## config.mk

```make
export PLATFORM = sky130hd
export DESIGN_NAME = caf_filter_ctrl
export DESIGN_NICKNAME = d
export VERILOG_FILES = /design/src/pkg/caf_pkg.sv /design/src/logic/caf_filter_ctrl.sv /design/src/logic/caf_filter_field.sv /design/src/logic/caf_filter_match.sv
export SDC_FILE = /design/constraint.sdc
export NUM_CORES = 1
export LEC_CHECK = 0
export BUFFER_PORTS_ARGS = -buffer_cell sky130_fd_sc_hd__buf_2
export CORE_AREA = 2 2 112 114
export DETAILED_ROUTE_END_ITERATION = 10
export DIE_AREA = 0 0 114 116
export GPL_ROUTABILITY_DRIVEN = 0
export PLACE_DENSITY = 0.71
export SLEW_MARGIN = 25
export SYNTH_ARGS = -nofsm -noshare
export SYNTH_HDL_FRONTEND = slang
export SYNTH_SLANG_ARGS = --single-unit
export TNS_END_PERCENT = 5
```

## constraint.sdc

```tcl
create_clock -name clk -period 2.5 [get_ports clk]
set_input_delay 0.5 -clock clk [delete_from_list [all_inputs] [get_ports clk]]
set_output_delay 0.5 -clock clk [all_outputs]
set_load 0.01 [all_outputs]
```

## src/pkg/caf_pkg.sv

```systemverilog
// Constants shared by the acceptance filter control block for filters ten and eleven.
// Assumes a 32-bit register port and a receive path on the same clock.
package caf_pkg;

    // Register port geometry
    localparam int              ADDR_W      = 8;
    localparam int              DATA_W      = 32;
    localparam logic [7:0]      CTRL_ADDR   = 8'h00;
    localparam logic [7:0]      STATUS_ADDR = 8'h04;
    localparam logic [31:0]     CTRL_RESET  = 32'h00000000;

    // Filter set and field widths
    localparam int              FILTERS     = 2;
    localparam int              TEN         = 0;
    localparam int              ELEVEN      = 1;
    localparam int              ID_W        = 29;
    localparam int              MASKS       = 4;
    localparam int              MASK_SEL_W  = 2;
    localparam int              FIFO_W      = 5;

    // Each filter owns one byte lane; filter ten sits in the lower one
    localparam int              LANE_LSB    = 16;
    localparam int              LANE_W      = 8;
    localparam int              FIFO_OFS    = 0;
    localparam int              MASK_OFS    = 5;
    localparam int              ON_OFS      = 7;

    // Field reset values
    localparam logic            ON_RESET    = 1'h0;
    localparam logic [1:0]      MASK_RESET  = 2'h0;
    localparam logic [4:0]      FIFO_RESET  = 5'h00;

    // Status word layout
    localparam int              HIT_TEN_BIT    = 0;
    localparam int              HIT_ELEVEN_BIT = 1;
    localparam int              LAST_FIFO_LSB  = 8;
    localparam int              COUNT_LSB      = 16;
    localparam int              CNT_W          = 8;

endpackage : caf_pkg

```

## src/logic/caf_filter_ctrl.sv

```systemverilog
// Control register and match steering for acceptance filters ten and eleven.
// Assumes the register master and the receive path share clk; no synchronisers.
`timescale 1ns/1ps
module caf_filter_ctrl
    import caf_pkg::*;
#(
    parameter int IDW  = ID_W,
    parameter int CNTW = CNT_W
) (
    input  wire logic                  clk,
    input  wire logic                  reset_n,
    // Register port
    input  wire logic [ADDR_W-1:0]     addr,
    input  wire logic [DATA_W-1:0]     wdata,
    input  wire logic                  wr,
    input  wire logic                  rd,
    output logic      [DATA_W-1:0]     rdata,
    // Receive path
    input  wire logic                  rxValid,
    input  wire logic [IDW-1:0]        rxId,
    input  wire logic [IDW-1:0]        filterTenId,
    input  wire logic [IDW-1:0]        filterElevenId,
    input  wire logic [IDW-1:0]        maskZero,
    input  wire logic [IDW-1:0]        maskOne,
    input  wire logic [IDW-1:0]        maskTwo,
    input  wire logic [IDW-1:0]        maskThree,
    // Store request towards the FIFO buffers
    output logic                       storeValid,
    output logic      [FIFO_W-1:0]     storeFifo,
    output logic                       storeHitTen,
    output logic                       storeHitEleven
);

    localparam int TEN_LANE    = LANE_LSB + LANE_W * TEN;
    localparam int ELEVEN_LANE = LANE_LSB + LANE_W * ELEVEN;

    logic                      wrCtrl;
    logic                      filterOn  [FILTERS];
    logic [MASK_SEL_W-1:0]     maskPick  [FILTERS];
    logic [FIFO_W-1:0]         fifoPick  [FILTERS];
    logic [IDW-1:0]            filterId  [FILTERS];
    logic [IDW-1:0]            maskBank  [MASKS];
    logic [IDW-1:0]            maskSel   [FILTERS];
    logic                      hit       [FILTERS];
    logic [DATA_W-1:0]         ctrlWord;
    logic [DATA_W-1:0]         statusWord;
    logic                      lastHitTen;
    logic                      lastHitEleven;
    logic [FIFO_W-1:0]         lastFifo;
    logic [CNTW-1:0]           hitCount;
    logic [FIFO_W-1:0]         next_storeFifo;

    // Control word write decode
    assign wrCtrl = wr && (addr == CTRL_ADDR);

    // Per-filter identifiers and the shared mask bank
    assign filterId[TEN]    = filterTenId;
    assign filterId[ELEVEN] = filterElevenId;
    assign maskBank[0]      = maskZero;
    assign maskBank[1]      = maskOne;
    assign maskBank[2]      = maskTwo;
    assign maskBank[3]      = maskThree;

    // Field storage, mask steering and compare, one set per filter
    genvar g;
    generate
        for (g = 0; g < FILTERS; g++) begin : g_filter
            caf_filter_field #(
                .LANE     (LANE_LSB + LANE_W * g)
            ) u_field (
                .clk      (clk),
                .reset_n  (reset_n),
                .wrCtrl   (wrCtrl),
                .wdata    (wdata),
                .filterOn (filterOn[g]),
                .maskPick (maskPick[g]),
                .fifoPick (fifoPick[g])
            );

            // Field value n routes mask n to the compare
            assign maskSel[g] = maskBank[maskPick[g]];

            caf_filter_match #(
                .IDW       (IDW)
            ) u_match (
                .clk       (clk),
                .reset_n   (reset_n),
                .rxValid   (rxValid),
                .rxId      (rxId),
                .filterId  (filterId[g]),
                .maskValue (maskSel[g]),
                .filterOn  (filterOn[g]),
                .hit       (hit[g])
            );
        end
    endgenerate

    // Control word as software reads it; the low half is unimplemented and reads zero
    always_comb begin
        ctrlWord = CTRL_RESET;
        for (int i = 0; i < FILTERS; i++) begin
            ctrlWord[LANE_LSB + LANE_W * i + ON_OFS]                  = filterOn[i];
            ctrlWord[LANE_LSB + LANE_W * i + MASK_OFS +: MASK_SEL_W]  = maskPick[i];
            ctrlWord[LANE_LSB + LANE_W * i + FIFO_OFS +: FIFO_W]      = fifoPick[i];
        end
    end

    // Status word built from the store history
    always_comb begin
        statusWord                                  = '0;
        statusWord[HIT_TEN_BIT]                     = lastHitTen;
        statusWord[HIT_ELEVEN_BIT]                  = lastHitEleven;
        statusWord[LAST_FIFO_LSB +: FIFO_W]         = lastFifo;
        statusWord[COUNT_LSB +: CNTW]               = hitCount;
    end

    // Filter ten wins a double match; one FIFO write per frame keeps the buffers simple
    always_comb begin
        next_storeFifo = FIFO_RESET;
        if (hit[TEN]) begin
            next_storeFifo = fifoPick[TEN];
        end else if (hit[ELEVEN]) begin
            next_storeFifo = fifoPick[ELEVEN];
        end
    end

    // Store request, one cycle after the compare
    always_ff @(posedge clk) begin
        if (!reset_n) begin
            storeValid     <= 1'b0;
            storeFifo      <= FIFO_RESET;
            storeHitTen    <= 1'b0;
            storeHitEleven <= 1'b0;
        end else begin
            storeValid     <= hit[TEN] || hit[ELEVEN];
            storeFifo      <= next_storeFifo;
            storeHitTen    <= hit[TEN];
            storeHitEleven <= hit[ELEVEN];
        end
    end

    // Store history for the status word; the counter wraps
    always_ff @(posedge clk) begin
        if (!reset_n) begin
            lastHitTen    <= 1'b0;
            lastHitEleven <= 1'b0;
            lastFifo      <= FIFO_RESET;
            hitCount      <= '0;
        end else if (hit[TEN] || hit[ELEVEN]) begin
            lastHitTen    <= hit[TEN];
            lastHitEleven <= hit[ELEVEN];
            lastFifo      <= next_storeFifo;
            hitCount      <= hitCount + CNTW'(1);
        end
    end

    // Read data stand for exactly one cycle; unmapped addresses answer zero
    always_ff @(posedge clk) begin
        if (!reset_n) begin
            rdata <= '0;
        end else if (rd) begin
            case (addr)
                CTRL_ADDR:   rdata <= ctrlWord;
                STATUS_ADDR: rdata <= statusWord;
                default:     rdata <= '0;
            endcase
        end else begin
            rdata <= '0;
        end
    end
endmodule : caf_filter_ctrl

```

## src/logic/caf_filter_field.sv

```systemverilog
// One filter's enable, mask select and FIFO select fields.
// Assumes wrCtrl is a one-cycle strobe for the control word.
`timescale 1ns/1ps
module caf_filter_field
    import caf_pkg::*;
#(
    parameter int LANE = LANE_LSB
) (
    input  wire logic                  clk,
    input  wire logic                  reset_n,
    input  wire logic                  wrCtrl,
    input  wire logic [DATA_W-1:0]     wdata,
    output logic                       filterOn,
    output logic [MASK_SEL_W-1:0]      maskPick,
    output logic [FIFO_W-1:0]          fifoPick
);

    // Enable locks together with the selects; once a filter runs, only reset switches it off
    always_ff @(posedge clk) begin
        if (!reset_n) begin
            filterOn <= ON_RESET;
        end else if (wrCtrl && !filterOn) begin
            filterOn <= wdata[LANE+ON_OFS];
        end
    end

    // Selects freeze while the filter runs, so a live match never sees a torn setting
    always_ff @(posedge clk) begin
        if (!reset_n) begin
            maskPick <= MASK_RESET;
            fifoPick <= FIFO_RESET;
        end else if (wrCtrl && !filterOn) begin
            maskPick <= wdata[LANE+MASK_OFS +: MASK_SEL_W];
            fifoPick <= wdata[LANE+FIFO_OFS +: FIFO_W];
        end
    end

endmodule : caf_filter_field

```

## src/logic/caf_filter_match.sv

```systemverilog
// Masked identifier compare for one filter, result registered.
// Assumes identifier, filter value and mask are stable in the cycle rxValid is high.
`timescale 1ns/1ps
module caf_filter_match
    import caf_pkg::*;
#(
    parameter int IDW = ID_W
) (
    input  wire logic              clk,
    input  wire logic              reset_n,
    input  wire logic              rxValid,
    input  wire logic [IDW-1:0]    rxId,
    input  wire logic [IDW-1:0]    filterId,
    input  wire logic [IDW-1:0]    maskValue,
    input  wire logic              filterOn,
    output logic                   hit
);

    // Only bits set in the mask take part in the compare
    always_ff @(posedge clk) begin
        if (!reset_n) begin
            hit <= 1'b0;
        end else begin
            hit <= rxValid && filterOn && (((rxId ^ filterId) & maskValue) == '0);
        end
    end

endmodule : caf_filter_match

```

==> impl_metrics.env <==
export IMPL_design_die_area_um2=13200
export IMPL_clock_sinks=64
export IMPL_fin_ws_ns=0.283
export IMPL_die_w_um=114
export IMPL_core_area_um2=11900
export IMPL_hold_class="primary input to register"
export IMPL_insertion_delay_ns=0.32
export IMPL_finalNonFillerCells=831
export IMPL_dpl_cell_count=804
export IMPL_pre_cts_ws_ns=0.247
export IMPL_rsz0062_at_grt="false"
export IMPL_vias=4610
export IMPL_grt_usage_pct=25.4
export IMPL_stdcell_area_um2=6420
export IMPL_worst_setup_path_type="register to register"
export IMPL_combPwrFrac_pct=16.5
export IMPL_grt_pass1_wl_mm=25.4
export IMPL_synthCells=409
export IMPL_r2r_cells=4
export IMPL_numCtsBuffers=9
export IMPL_cp_required_ns=2.72
export IMPL_fin_crit_sh_pct=88.7
export IMPL_worst_ep_arrival_time_ns=2.43
export IMPL_yosys_area_top_type="dfxtp_1"
export IMPL_antenna_found_initial=10
export IMPL_drt_antenna_violating_nets=0
export IMPL_synth_area_per_cell_um2=11.2
export IMPL_finalMaxSlewViolations=0
export IMPL_synth_top_area_share_pct=28.0
export IMPL_final_min_clock_period_ns=2.22
export IMPL_clk_pin_slew_worst_paths_ns=0.05
export IMPL_fmax_mhz=451
export IMPL_setup_viol=0
export IMPL_ys_top_cells_by_area="dfxtp_1 28%, mux4_2 26%, xor2_1 11%, a22oi_1 5.9%, mux4_1 3.5%"
export IMPL_finClkSkew_ns=0.00422
export IMPL_vias_per_cell=5.55
export IMPL_startpoint_type="register"
export IMPL_cts_tree="yes"
export IMPL_p_sw_mw=0.663
export IMPL_row_count=40
export IMPL_synth_seq_cells=64
export IMPL_setup_tns_ns=0
export IMPL_start_util_pct=38.4
export IMPL_dr_pass1_iters=4
export IMPL_drv_cap=0
export IMPL_hold_depth=3
export IMPL_power_mw=2.95
export IMPL_synth_cell_types=38
export IMPL_max_slew_margin_rel_pct=59.3
export IMPL_syn_area_um2=4570
export IMPL_tightest_slew_ns=0.609
export IMPL_ys_seq_area_share_pct=28.0
export IMPL_grt_pass1_vias=4834
export IMPL_syn2layout_area_growth_pct=40.6
export IMPL_run_status="completed"
export IMPL_synth_warnings=0
export IMPL_grt_ovfl_total=0
export IMPL_utilization_pct=53.9
export IMPL_post_dp_cell_area_um2=6040
export IMPL_cts_setup_buffers=0
export IMPL_irDropWorstVdd_mv=0.737
export IMPL_wl_mm=17.1
export IMPL_wl_per_cell_um=20.6
export IMPL_final_layout_size_suffix_gt1_share_pct=52.3
export IMPL_cts_buffer_depth=2
export IMPL_internal_power_mw=2.29
export IMPL_hold_ws_ns=0.437
export IMPL_grt_max_degree=31
export IMPL_p_per_area_nw_per_um2=460
export IMPL_cp_end_kind="register"
export IMPL_post_cts_resized=0
export IMPL_cts_hold_buf=0
export IMPL_leakagePower_nw=2.85
export IMPL_dr_first_iter_drc_count=283
export IMPL_p_clk_share_pct=48.9
export IMPL_clock_root_buffer="clkbuf_16"
export IMPL_seq_power_share_pct=34.6
export IMPL_nets=917
export IMPL_fp_dieH_um=116
export IMPL_port_buffers=262
export IMPL_ios=288
export IMPL_dp_final_hpwl_mm=14.1
export IMPL_switching_share_pct=22.5
export IMPL_finalHoldViolations=0
export IMPL_htreeDepth=3
export IMPL_critPathMaxFanout=16
export IMPL_drc=0
-- cell usage in the layout (no fill, tap or decap), drive strengths merged, types with 2 or more instances in the layout --
master   netlist  final
and2          14     14
nand2         13     13
nand4          8      8
dfxtp         64     64
conb           1      9
clkbuf        14     10
bufinv         0      3
nor3           3      3
and3          15     15
nor2           9      9
o2111ai        2      2
inv            2      3
nor4           3      3
xor2          58     58
mux4          58     58
diode          0     11
a22oi         36     36
or3            4      4
buf           22    276
nand3          5      5
o21ai         23     23
o21a           2      2
xnor2          5      5
nand3b        14     14
a21boi        17     17
a21o           5      5
a21oi          4      4
nor2b          4      4
-- critical path, stage by stage (launching register included) --
cell and delay [ns]:
dfxtp_2 0.64, mux4_2 0.56, a22oi_1 0.33, nand4_1 0.22
nor4_2 0.36
-- final timing paths --
| kind | end | slack (ns) | startpoint |
|---|---|---|---|
| worst max register to register | g_filter[0].u_match.hit$_SDFF_PN0_ | 0.28 | g_filter[0].u_field.maskPick[0]$_SDFFE_PN0P_ |
| worst min register to register | lastFifo[3]$_SDFFE_PN0P_ | 0.44 | lastFifo[3]$_SDFFE_PN0P_ |
| worst min-delay path | g_filter[0].u_field.filterOn$_SDFFE_PN0P_ | 0.44 | wdata[23] |
| worst max-delay path | g_filter[0].u_match.hit$_SDFF_PN0_ | 0.28 | g_filter[0].u_field.maskPick[0]$_SDFFE_PN0P_ |
-- layer usage --
metal / part of all wire, % / vias to the layer above / global-route usage, %
li1: - / 2104 / -
met1: 37 / 2208 / 28.0
met2: 49 / 256 / 43.7
met5: 0.27 / - / 0
met3: 9.8 / 40 / 8.63
met4: 4.2 / 2 / 13.1
-- synth_stat cells, drive strengths merged --
cell type  number
nand2          13
or4             1
inv             2
nor4            3
xor2           58
and2           14
a21oi           4
o21ai          23
o2111ai         2
and4            1
nor2b           4
conb            1
o21a            2
a22oi          36
nor2            9
clkbuf         14
ha              1
mux4           58
nand4           8
dfxtp          64
xnor2           5
nand3           5
a21boi         17
nand3b         14
or3             4
and3           15
a21o            5
buf            22
nor3            3
or2             1
-- cell type report --
cell class	count	area [um^2]
fill	1041	5490
multi-input combinational	315	3110
timing repair buffer	276	1450
sequential	64	1280
clock buffer	10	239
tap	147	184
clock inverter	6	115
antenna	11	27.5
inverter	2	7.51
-- flip-flops by register name, summed over array words and instances (netlist names) --
signal / flops
hitCount: 8
storeHitTen: 1
g_filter.u_field.fifoPick: 10
g_filter.u_field.maskPick: 4
rdata: 23
g_filter.u_field.filterOn: 2
lastHitTen: 1
storeHitEleven: 1
lastHitEleven: 1
storeFifo: 5
g_filter.u_match.hit: 2
lastFifo: 5
storeValid: 1
-- power groups by stage --
stage                     clock, mW  combinational (mW)  sequential [mW]
final                          1.44               0.486             1.02
after detailed placement          0               0.479             1.04
after floorplan                   0               0.208             1.04
after global placement            0               0.464             1.04
after global routing           1.51               0.521             1.02
after CTS                      1.47               0.481             1.02
-- kinds of logic after synthesis --
group                    after synthesis  synth area share, %
AND/OR/NAND/NOR                       95                 12.8
XOR/XNOR                              63                 12.1
buffers and inverters                 38                 4.49
other                                  1               0.0821
AO/OA/AOI/OAI                         89                 13.2
multiplexers                          58                 29.1
adder cells (fa/ha/maj)                1                0.274
flip-flops                            64                 28.0
Power figures use the tool's default switching activity.
